`src/common/eprom_prog_defines.svh`:
```
`ifndef EPROM_PROG_DEFINES_SVH
`define EPROM_PROG_DEFINES_SVH

// Clock and timing figures
`define CLK_PERIOD_NS 5
`define T_PULSE_LONG_US 10000
`define T_PULSE_SHORT_US 500
`define T_SETUP_US 1
`define T_ACCESS_NS 250
`define MAX_PULSES 20
// Cycle counts derived from the figures
`define PULSE_LONG_CYC ((`T_PULSE_LONG_US * 1000) / `CLK_PERIOD_NS)
`define PULSE_SHORT_CYC ((`T_PULSE_SHORT_US * 1000) / `CLK_PERIOD_NS)
`define SETUP_CYC (((`T_SETUP_US * 1000) + `CLK_PERIOD_NS - 1) / `CLK_PERIOD_NS)
`define ACCESS_CYC ((`T_ACCESS_NS + `CLK_PERIOD_NS - 1) / `CLK_PERIOD_NS)
// Identification byte addresses
`define ID_ADDR_MAKER 1'b0
`define ID_ADDR_DEVICE 1'b1
// Erased cell value
`define ERASED_BYTE 8'hFF

`endif

```
`src/common/eprom_prog_pkg.sv`:
```
package eprom_prog_pkg;

    typedef enum logic [1:0] {
        OP_READ = 2'b00,
        OP_PROG_SINGLE = 2'b01,
        OP_PROG_INTERACTIVE = 2'b10,
        OP_READ_ID = 2'b11
    } op_t;

    typedef enum logic [2:0] {
        ST_IDLE = 3'b000,
        ST_SETUP = 3'b001,
        ST_PULSE = 3'b010,
        ST_RECOVER = 3'b011,
        ST_VERIFY = 3'b100,
        ST_DONE = 3'b101
    } state_t;

    // Pins driven toward the memory
    typedef struct packed {
        logic [16:0] addr;
        logic id_enable_address_line;
        logic chip_select_n;
        logic output_gate_n;
        logic write_pulse_n;
        logic high_voltage_supply;
        logic [7:0] data_out;
        logic data_oe;
    } pins_t;

    // Whole controller state
    typedef struct packed {
        state_t state;
        op_t op;
        logic [16:0] addr;
        logic [7:0] wdata;
        logic [7:0] rdata;
        logic [21:0] cnt;
        logic [4:0] pulses;
        logic busy;
        logic done;
        logic fail;
        pins_t pins;
    } ctl_t;

endpackage

```
`src/rtl/eprom_prog_ctrl.sv`:
```
`timescale 1ns/1ps
`include "eprom_prog_defines.svh"

// Summary of operation
// - Program needs high supply, gate high
// - Write byte driven on data pins
// - Pulse write line after setup stable
// - Each location gets its own pulse
// - Single mode uses one 10 ms pulse
// - Interactive: 0.5 ms pulses, max 20
// - Write pulse always bounded, never steady
// - Paralleled parts share one pulse
// - Deselected part ignores write pulses
// - Verify reads back under high supply
// - Supply normal outside program and verify
// - Select from decode, gate from strobe
// - Id read: raised line, others low
// - Lowest address picks maker or device
// - Data only with select and gate low
module eprom_prog_ctrl #(
    parameter int PULSE_LONG_CYC = `PULSE_LONG_CYC,
    parameter int PULSE_SHORT_CYC = `PULSE_SHORT_CYC
) (
    // Clock and reset
    input wire logic clk,
    input wire logic arst_n,
    // User command port
    input wire logic cmd_valid,
    output logic cmd_ready,
    input wire eprom_prog_pkg::op_t cmd_op,
    input wire logic [16:0] cmd_addr,
    input wire logic [7:0] cmd_wdata,
    output logic rsp_valid,
    output logic [7:0] rsp_rdata,
    output logic rsp_fail,
    // Memory pins
    output eprom_prog_pkg::pins_t pins,
    input wire logic [7:0] data_pins_in
);

    eprom_prog_pkg::ctl_t ctl_reg;
    eprom_prog_pkg::ctl_t ctl_next;
    logic [7:0] data_meta_reg;
    logic [7:0] data_sync_reg;

    // Two-stage synchroniser on the data pins
    always_ff @(posedge clk or negedge arst_n) begin
        if (!arst_n) begin
            data_meta_reg <= 8'h00;
            data_sync_reg <= 8'h00;
        end else begin
            data_meta_reg <= data_pins_in;
            data_sync_reg <= data_meta_reg;
        end
    end

    // Idle pin levels: normal supply, deselected, outputs released
    function automatic eprom_prog_pkg::pins_t idle_pins();
        eprom_prog_pkg::pins_t p;
        p = '0;
        p.chip_select_n = 1'b1;
        p.output_gate_n = 1'b1;
        p.write_pulse_n = 1'b1;
        return p;
    endfunction

    // Program is done once every zero bit wanted reads back as zero
    function automatic logic byte_ok(input logic [7:0] want, input logic [7:0] got);
        return (got & ~want) == 8'h00;
    endfunction

    // Next-state logic
    always_comb begin
        ctl_next = ctl_reg;
        ctl_next.done = 1'b0;
        unique case (ctl_reg.state)
            eprom_prog_pkg::ST_IDLE: begin
                ctl_next.pins = idle_pins();
                if (cmd_valid) begin
                    ctl_next.op = cmd_op;
                    ctl_next.addr = cmd_addr;
                    ctl_next.wdata = cmd_wdata;
                    ctl_next.pulses = 5'd0;
                    ctl_next.cnt = 22'(`SETUP_CYC);
                    ctl_next.fail = 1'b0;
                    ctl_next.busy = 1'b1;
                    ctl_next.state = eprom_prog_pkg::ST_SETUP;
                    ctl_next.pins.chip_select_n = 1'b0;
                    ctl_next.pins.addr = cmd_addr;
                    if (cmd_op == eprom_prog_pkg::OP_READ_ID) begin
                        ctl_next.pins.addr = 17'h0_0000;
                        ctl_next.pins.addr[0] = cmd_addr[0];
                        ctl_next.pins.id_enable_address_line = 1'b1;
                        ctl_next.pins.write_pulse_n = 1'b0;
                    end
                    if (cmd_op == eprom_prog_pkg::OP_PROG_SINGLE || cmd_op == eprom_prog_pkg::OP_PROG_INTERACTIVE) begin
                        ctl_next.pins.high_voltage_supply = 1'b1;
                        ctl_next.pins.data_out = cmd_wdata;
                        ctl_next.pins.data_oe = 1'b1;
                    end else begin
                        ctl_next.pins.output_gate_n = 1'b0;
                    end
                end
            end
            eprom_prog_pkg::ST_SETUP: begin
                ctl_next.cnt = ctl_reg.cnt - 22'd1;
                if (ctl_reg.cnt == 22'd1) begin
                    if (ctl_reg.op == eprom_prog_pkg::OP_PROG_SINGLE) begin
                        ctl_next.cnt = 22'(PULSE_LONG_CYC);
                        ctl_next.pins.write_pulse_n = 1'b0;
                        ctl_next.state = eprom_prog_pkg::ST_PULSE;
                    end else if (ctl_reg.op == eprom_prog_pkg::OP_PROG_INTERACTIVE) begin
                        ctl_next.cnt = 22'(PULSE_SHORT_CYC);
                        ctl_next.pins.write_pulse_n = 1'b0;
                        ctl_next.pulses = ctl_reg.pulses + 5'd1;
                        ctl_next.state = eprom_prog_pkg::ST_PULSE;
                    end else begin
                        ctl_next.cnt = 22'(`ACCESS_CYC + 2);
                        ctl_next.state = eprom_prog_pkg::ST_VERIFY;
                    end
                end
            end
            eprom_prog_pkg::ST_PULSE: begin
                ctl_next.cnt = ctl_reg.cnt - 22'd1;
                if (ctl_reg.cnt == 22'd1) begin
                    ctl_next.pins.write_pulse_n = 1'b1;
                    ctl_next.cnt = 22'(`SETUP_CYC);
                    ctl_next.state = eprom_prog_pkg::ST_RECOVER;
                end
            end
            eprom_prog_pkg::ST_RECOVER: begin
                // Data hold, then release bus and read back
                ctl_next.cnt = ctl_reg.cnt - 22'd1;
                if (ctl_reg.cnt == 22'd1) begin
                    ctl_next.pins.data_oe = 1'b0;
                    ctl_next.pins.output_gate_n = 1'b0;
                    ctl_next.cnt = 22'(`ACCESS_CYC + 2);
                    ctl_next.state = eprom_prog_pkg::ST_VERIFY;
                end
            end
            eprom_prog_pkg::ST_VERIFY: begin
                ctl_next.cnt = ctl_reg.cnt - 22'd1;
                if (ctl_reg.cnt == 22'd1) begin
                    ctl_next.rdata = data_sync_reg;
                    ctl_next.pins.output_gate_n = 1'b1;
                    if (ctl_reg.op == eprom_prog_pkg::OP_READ_ID) begin
                        // Drop the raised line together with the control pins
                        ctl_next.pins = idle_pins();
                    end
                    if (ctl_reg.op == eprom_prog_pkg::OP_PROG_INTERACTIVE && !byte_ok(ctl_reg.wdata, data_sync_reg)
                        && ctl_reg.pulses < 5'(`MAX_PULSES)) begin
                        ctl_next.pins.data_oe = 1'b1;
                        ctl_next.cnt = 22'(`SETUP_CYC);
                        ctl_next.state = eprom_prog_pkg::ST_SETUP;
                    end else begin
                        ctl_next.fail = (ctl_reg.op == eprom_prog_pkg::OP_PROG_SINGLE
                            || ctl_reg.op == eprom_prog_pkg::OP_PROG_INTERACTIVE)
                            && !byte_ok(ctl_reg.wdata, data_sync_reg);
                        ctl_next.state = eprom_prog_pkg::ST_DONE;
                    end
                end
            end
            eprom_prog_pkg::ST_DONE: begin
                ctl_next.pins = idle_pins();
                ctl_next.done = 1'b1;
                ctl_next.busy = 1'b0;
                ctl_next.state = eprom_prog_pkg::ST_IDLE;
            end
            default: begin
                ctl_next.pins = idle_pins();
                ctl_next.busy = 1'b0;
                ctl_next.state = eprom_prog_pkg::ST_IDLE;
            end
        endcase
    end

    // State register
    always_ff @(posedge clk or negedge arst_n) begin
        if (!arst_n) begin
            ctl_reg <= '0;
            ctl_reg.pins.chip_select_n <= 1'b1;
            ctl_reg.pins.output_gate_n <= 1'b1;
            ctl_reg.pins.write_pulse_n <= 1'b1;
        end else begin
            ctl_reg <= ctl_next;
        end
    end

    // Outputs
    assign cmd_ready = ctl_reg.state == eprom_prog_pkg::ST_IDLE;
    assign rsp_valid = ctl_reg.done;
    assign rsp_rdata = ctl_reg.rdata;
    assign rsp_fail = ctl_reg.fail;
    assign pins = ctl_reg.pins;

    // pulse only under high supply, gate high
    property p_pulse_mode;
        @(posedge clk) disable iff (!arst_n)
        !pins.write_pulse_n && !pins.id_enable_address_line |-> pins.high_voltage_supply && pins.output_gate_n
            && !pins.chip_select_n;
    endproperty
    a_pulse_mode: assert property (p_pulse_mode) else $error("pulse outside program mode");

    property p_data_driven;
        @(posedge clk) disable iff (!arst_n)
        !pins.write_pulse_n && !pins.id_enable_address_line |-> pins.data_oe && pins.data_out == ctl_reg.wdata;
    endproperty
    a_data_driven: assert property (p_data_driven) else $error("data not driven in pulse");

    property p_setup_before;
        @(posedge clk) disable iff (!arst_n)
        $fell(pins.write_pulse_n) && !pins.id_enable_address_line |-> $past(pins.data_oe) && $stable(pins.addr);
    endproperty
    a_setup_before: assert property (p_setup_before) else $error("pulse without setup");

    // no more than the pulse limit
    property p_pulse_limit;
        @(posedge clk) disable iff (!arst_n)
        ctl_reg.pulses <= 5'(`MAX_PULSES);
    endproperty
    a_pulse_limit: assert property (p_pulse_limit) else $error("too many pulses");

    property p_pulse_bounded;
        @(posedge clk) disable iff (!arst_n)
        !pins.write_pulse_n && !pins.id_enable_address_line |-> ctl_reg.state == eprom_prog_pkg::ST_PULSE
            && ctl_reg.cnt != 22'd0 && ctl_reg.cnt <= 22'(PULSE_LONG_CYC);
    endproperty
    a_pulse_bounded: assert property (p_pulse_bounded) else $error("pulse unbounded");

    property p_supply_idle;
        @(posedge clk) disable iff (!arst_n)
        cmd_ready |-> !pins.high_voltage_supply;
    endproperty
    a_supply_idle: assert property (p_supply_idle) else $error("high supply while idle");

    // id line only with control pins low
    property p_id_access;
        @(posedge clk) disable iff (!arst_n)
        pins.id_enable_address_line |-> pins.addr[16:1] == 16'h0000 && !pins.high_voltage_supply
            && !pins.write_pulse_n && !pins.chip_select_n && !pins.output_gate_n;
    endproperty
    a_id_access: assert property (p_id_access) else $error("bad id access levels");

    property p_no_contention;
        @(posedge clk) disable iff (!arst_n)
        !pins.output_gate_n |-> !pins.data_oe && !pins.chip_select_n;
    endproperty
    a_no_contention: assert property (p_no_contention) else $error("bus contention");

    // answer follows done state in one cycle
    property p_answer;
        @(posedge clk) disable iff (!arst_n)
        ctl_reg.state == eprom_prog_pkg::ST_DONE |=> rsp_valid && cmd_ready;
    endproperty
    a_answer: assert property (p_answer) else $error("answer missing");

endmodule

```
`config.mk`:
```
export PLATFORM = sky130hd
export DESIGN_NAME = eprom_prog_ctrl
export DESIGN_NICKNAME = d
export VERILOG_FILES = /design/src/common/eprom_prog_pkg.sv /design/src/rtl/eprom_prog_ctrl.sv
export VERILOG_INCLUDE_DIRS = /design/src /design/src/common
export SDC_FILE = /design/constraint.sdc
export NUM_CORES = 1
export LEC_CHECK = 0
export BUFFER_PORTS_ARGS = -buffer_cell sky130_fd_sc_hd__clkbuf_2
export CORE_UTILIZATION = 60
export DETAILED_ROUTE_END_ITERATION = 16
export GPL_TIMING_DRIVEN = 1
export PLACE_DENSITY = 0.84
export SLEW_MARGIN = 15
export SYNTH_ARGS = -nofsm -noshare
export SYNTH_HDL_FRONTEND = slang
export SYNTH_SLANG_ARGS = --single-unit
```
`constraint.sdc`:
```
create_clock -name clk -period 5 [get_ports clk]
set_input_delay 0.75 -clock clk [delete_from_list [all_inputs] [get_ports clk]]
set_output_delay 0.75 -clock clk [all_outputs]
set_load 0.005 [all_outputs]
```
# After elaboration in Yosys (flattened, before gate mapping)
# Index checks and enable logic that the tools add are counted.
# W data, S select, Z words.
# totals
regBits	114
in_bits	38
output_inout_bits	42
elab_cells	115
# op_classes
addsub	2
magnitude_cmp	1
n_eq_ne	23
n_mux	42
bitwise_logic	5
reduce_logical	23
# ops
operator	n
$pmux W22 S5	1
$mux W22	4
$mux W32	2
$pmux W19 S3	1
$mux W31	1
$mux W30	1
$mux W28	1
$mux W27	1
$pmux W9 S3	1
$eq A22 B1 Y1 const B	1
$sub A22 B1 Y22 const B	1
$mux W21	1
$mux W3	7
$mux W18	1
$ne A2 B2 Y1 const B	9
$mux W17	1
$pmux W3 S5	1
$mux W1	10
$mux W10	1
$mux W5	2
$pmux W5 S2	1
$reduce_and A5 Y1	2
$and A8 B8 Y8	1
$eq A2 B2 Y1 const B	4
other kinds (25)	40

# Logic depth before layout (Yosys ltp)
# depth
ltp_word	9
ltp_mapped	11
mapped_depth_nobuf	8

# Least setup slack after synthesis
# No wires, ideal clock.
# synth_timing
kind	flip-flop to flip-flop
start	register ctl_reg[40] in the netlist's numbering
end	register, netlist name pins[11]
setup_time_ns	0.082
t_arrival_ns	2.560
required_time_ns	4.918
setup_slack_ns	2.358
path_stages_with_launch	10
path_buffers	2
synth_period_minus_slack_ns	2.642
cell_sequence	dfrtp_1 > inv_1 > ha_1 > or4b_4 > or4_1 > buf_2 > or2_1 > buf_6 > a22oi_1 > mux2_2
# synth_between
elab_chain_cells	3
elab_cells_between_ends	4
classes_between	eq/ne: 3; reduce/logical: 1
# synth_rtl
item	line_no	source
start, declared	eprom_prog_ctrl.sv:41	eprom_prog_pkg::ctl_t ctl_reg;
start signal, assigned	eprom_prog_ctrl.sv:185	ctl_reg <= ctl_next;
$eq A22 B1 Y1 *	eprom_prog_ctrl.sv:134, eprom_prog_ctrl.sv:143	
$ne A2 B2 Y1 (no source line)	n/a	
$reduce_and A3 Y1 (no source line) *	n/a	
# Every way passes the cells marked *; elsewhere a longest branch is shown, timed or not.
# A chain may end at the register's enable or synchronous reset.

# Final worst setup path
# layout_timing
start	register ctl_reg[48] in the netlist's numbering
end	register, netlist name pins[4]
# layout_between
elab_chain_cells	3
# layout_rtl
item	line_no	source
$eq A22 B1 Y1	eprom_prog_ctrl.sv:143	if (ctl_reg.cnt == 22'd1) begin
$ne A2 B2 Y1 (no source line)	n/a	
$reduce_and A3 Y1 (no source line)	n/a	
# No other way between the ends.

==> flow_summary.json <==
{
  "leakage_uw": 0.00240,
  "grt_pass1_vias": 3447,
  "die_area_um2": 8200,
  "grt_pass1_wl_um": 17100,
  "port-buffer-count": 79,
  "p_sw_uw": 332,
  "synth_edf_count": 0,
  "synth_ff_type": "dfrtp_1",
  "grt_overflow_total": 0,
  "pin_count": 80,
  "use_met3": 0.0623,
  "period_minus_slack_ps": 3390,
  "antenna_found_initial": 0,
  "drc": 0,
  "post-place-ws_ps": 1670,
  "cts_resized": 0,
  "met2_usage": 0.402,
  "ys_ff_latch": 97,
  "final_nets": 531,
  "timing.final.crit_share": 0.678,
  "slew_headroom": 0.265,
  "synth_area_um2": 4700,
  "diodes": 0,
  "worst_slew_pin_slew_ps": 1100,
  "clock_sinks": 97,
  "dpl.cell_count": 574,
  "worst-r2r-setup-slack_ps": 1610,
  "yosysTopAreaCellShare": 0.500,
  "dpl.hpwl_um": 7060,
  "hold_class": "reg -> reg",
  "ys_top_cells_by_area": "dfrtp_1, buf_4, a22o_1",
  "use_met1": 0.376,
  "clk_pin_slew_ps": 90,
  "busiest_layer": "met2",
  "whs_ps": 354,
  "synth_seq_area_share": 0.517,
  "r2r_end": "pins[4]",
  "cap_viol_max_count": 0,
  "yosysTopAreaCell": "dfrtp_1",
  "synthCells": 455,
  "worstSetupStartpointType": "flop",
  "n_fill_cell": 561,
  "critical-path-top-delay-family": "simple AND/OR/NAND/NOR gates",
  "worstPathArrival_ps": 3650,
  "holdPathStages": 0,
  "drv_slew": 0,
  "pwr-share-clk": 0.374,
  "cellInternalPower_uw": 1060,
  "reg2reg_from": "ctl_reg[48]",
  "min-delay-start": "data_meta_reg[5]",
  "cp_max_fo": 28,
  "fp.coreArea_um2": 7410,
  "num_vias": 3588,
  "r2r_cells": 6,
  "drive_gt1_frac": 0.234,
  "critPathMaxStageDelay_ps": 690,
  "die_y_um": 90.6,
  "cts_made_buffers": 9,
  "ant_nets": 0,
  "peakVddDrop_uv": 197,
  "insertion_delay_ps": 380,
  "setup_tns_ps": 0,
  "syn_nets": 500,
  "crit_buf_inv": 0,
  "rsz0062_at_grt": "false",
  "syn_to_final_growth_pct": 7.31,
  "drt_iter0_drc": 327,
  "synth_area_per_cell_um2": 10.3,
  "swShare": 0.238,
  "final_cells": 590,
  "largest_reg_flops": 40,
  "crit_chain": "nor4_1, nand4b_1, nor2_4, nand2_1, a21o_1, a22o_1",
  "h-tree-depth": 3,
  "avgRoutedWirePerCell_um": 17.3,
  "ys_async_sr_fraction": 1.00,
  "pwr-share-comb": 0.038,
  "post_cts_buffers": 0,
  "synth_warnings": 0,
  "setup_viol": 0,
  "fmax_mhz": 295,
  "holdPathEnd": "data_sync_reg[5]",
  "power.density_nw_per_um2": 276,
  "grt_usage": 0.267,
  "setup_ws_ps": 1610,
  "pwr-share-seq": 0.588,
  "hold_viol_final": 0,
  "worstSetupEndpointType": "flop",
  "viasPerCell": 6.08,
  "start_util": 0.635,
  "status": "finished clean",
  "criticalPathCategory": "reg -> reg",
  "die-width_um": 90.6,
  "totalWireLength_um": 10200,
  "postCtsHoldBufs": 0,
  "grt_start_max_net_pins": 58,
  "gp_congestion": 0.905,
  "root_buffer": "clkbuf_8",
  "clock_skew_ps": 9.91,
  "cts_tree": "done",
  "cp.required_ps": 5260,
  "drtPass1Iterations": 5,
  "clock_path_buffers": 2,
  "total_power_uw": 1390,
  "row_count": 31,
  "cp_slowest_cell": "nand4b_1",
  "synth_cell_types": 59
}
==> area by class of cell <==
class | count | area, um2 | share of cell area
well taps | 99 | 124 | 0.0245
flip-flops and latches | 97 | 2430 | 0.482
repair buffers | 80 | 405 | 0.0803
inverters | 16 | 60.1 | 0.0119
clock inverters | 6 | 73.8 | 0.0146
multi-input cells | 282 | 1830 | 0.362
clock buffers | 10 | 128 | 0.0253
==> synthesized netlist by cell type (3+ instances only) <==
| master | instances |
|---|---|
| nand2_1 | 46 |
| dfstp_2 | 3 |
| nand3_1 | 8 |
| o31ai_1 | 3 |
| a211oi_1 | 5 |
| or4_1 | 4 |
| dfrtp_1 | 94 |
| a22o_1 | 27 |
| a31oi_1 | 6 |
| nor3b_1 | 3 |
| inv_1 | 15 |
| nor3_1 | 12 |
| o22ai_1 | 5 |
| o221ai_1 | 3 |
| nand2b_1 | 7 |
| nor2_1 | 28 |
| a21oi_1 | 23 |
| buf_4 | 39 |
| clkbuf_1 | 13 |
| ha_1 | 7 |
| buf_2 | 6 |
| nor4_1 | 4 |
| o21ai_0 | 20 |
| mux2i_1 | 3 |
| a21o_1 | 6 |
| or3_1 | 8 |
| mux2_2 | 10 |
| xor2_1 | 8 |
==> power by group through the flow <==
| stage | registers, uW | clock network (uW) | logic [uW] |
|---|---|---|---|
| global route | 823 | 566 | 60.3 |
| detailed placement | 834 | 0 | 53.6 |
| global placement | 833 | 0 | 52.8 |
| CTS | 819 | 527 | 54.2 |
| floorplan | 830 | 0 | 18.1 |
| finish | 819 | 521 | 53.0 |
==> worst max path at each step <==
stage / start / end / slack, ps / cells after the start
2_1_floorplan: ctl_reg[40] / pins[11] / 2360 / 9
3_3_place_gp: ctl_reg[48] / pins[8] / 1820 / 6
3_5_place_dp: ctl_reg[48] / pins[6] / 1670 / 6
4_1_cts: ctl_reg[48] / pins[4] / 1630 / 6
5_1_grt: ctl_reg[48] / pins[4] / 1350 / 6
6_report: ctl_reg[48] / pins[4] / 1610 / 6
==> kinds of logic (layout without fill, tap and decap cells) <==
group / after synthesis / count (layout) / share of synthesized area
mux: 13 / 13 / 0.0303
buf+inv: 76 / 112 / 0.0949
compound gates: 117 / 117 / 0.174
fa+ha+maj: 7 / 7 / 0.0186
xor+xnor: 9 / 9 / 0.0168
simple gates: 136 / 136 / 0.149
flops: 97 / 97 / 0.517
==> layer usage <==
layer	share of wire	vias up
met3	0.069	22
li1	-	1646
met4	0.021	0
met5	0	-
met1	0.45	1757
met2	0.46	163
==> cell usage in the layout, fill, tap and decap left out, types with 8 or more instances in the layout <==
cell type,instances
dfrtp_1,94
clkbuf_2,78
nand2_1,46
nor2_1,28
a22o_1,27
a21oi_1,23
o21ai_0,20
inv_1,15
nor3_1,12
mux2_2,10
clkbuf_8,9
or3_1,8
xor2_1,8
nand3_1,8
==> per-stage QoR <==
| step | cell area, um2 | utilization |
|---|---|---|
| 3_5_place_dp | 4850 | 0.654 |
| 2_1_floorplan | 4700 | - |
| 4_1_cts | 5050 | 0.681 |
| 6_report | 5050 | 0.681 |
| 3_3_place_gp | 4850 | 0.654 |
| 5_1_grt | 5050 | 0.681 |
No activity file was read; power rests on OpenSTA's default activity.
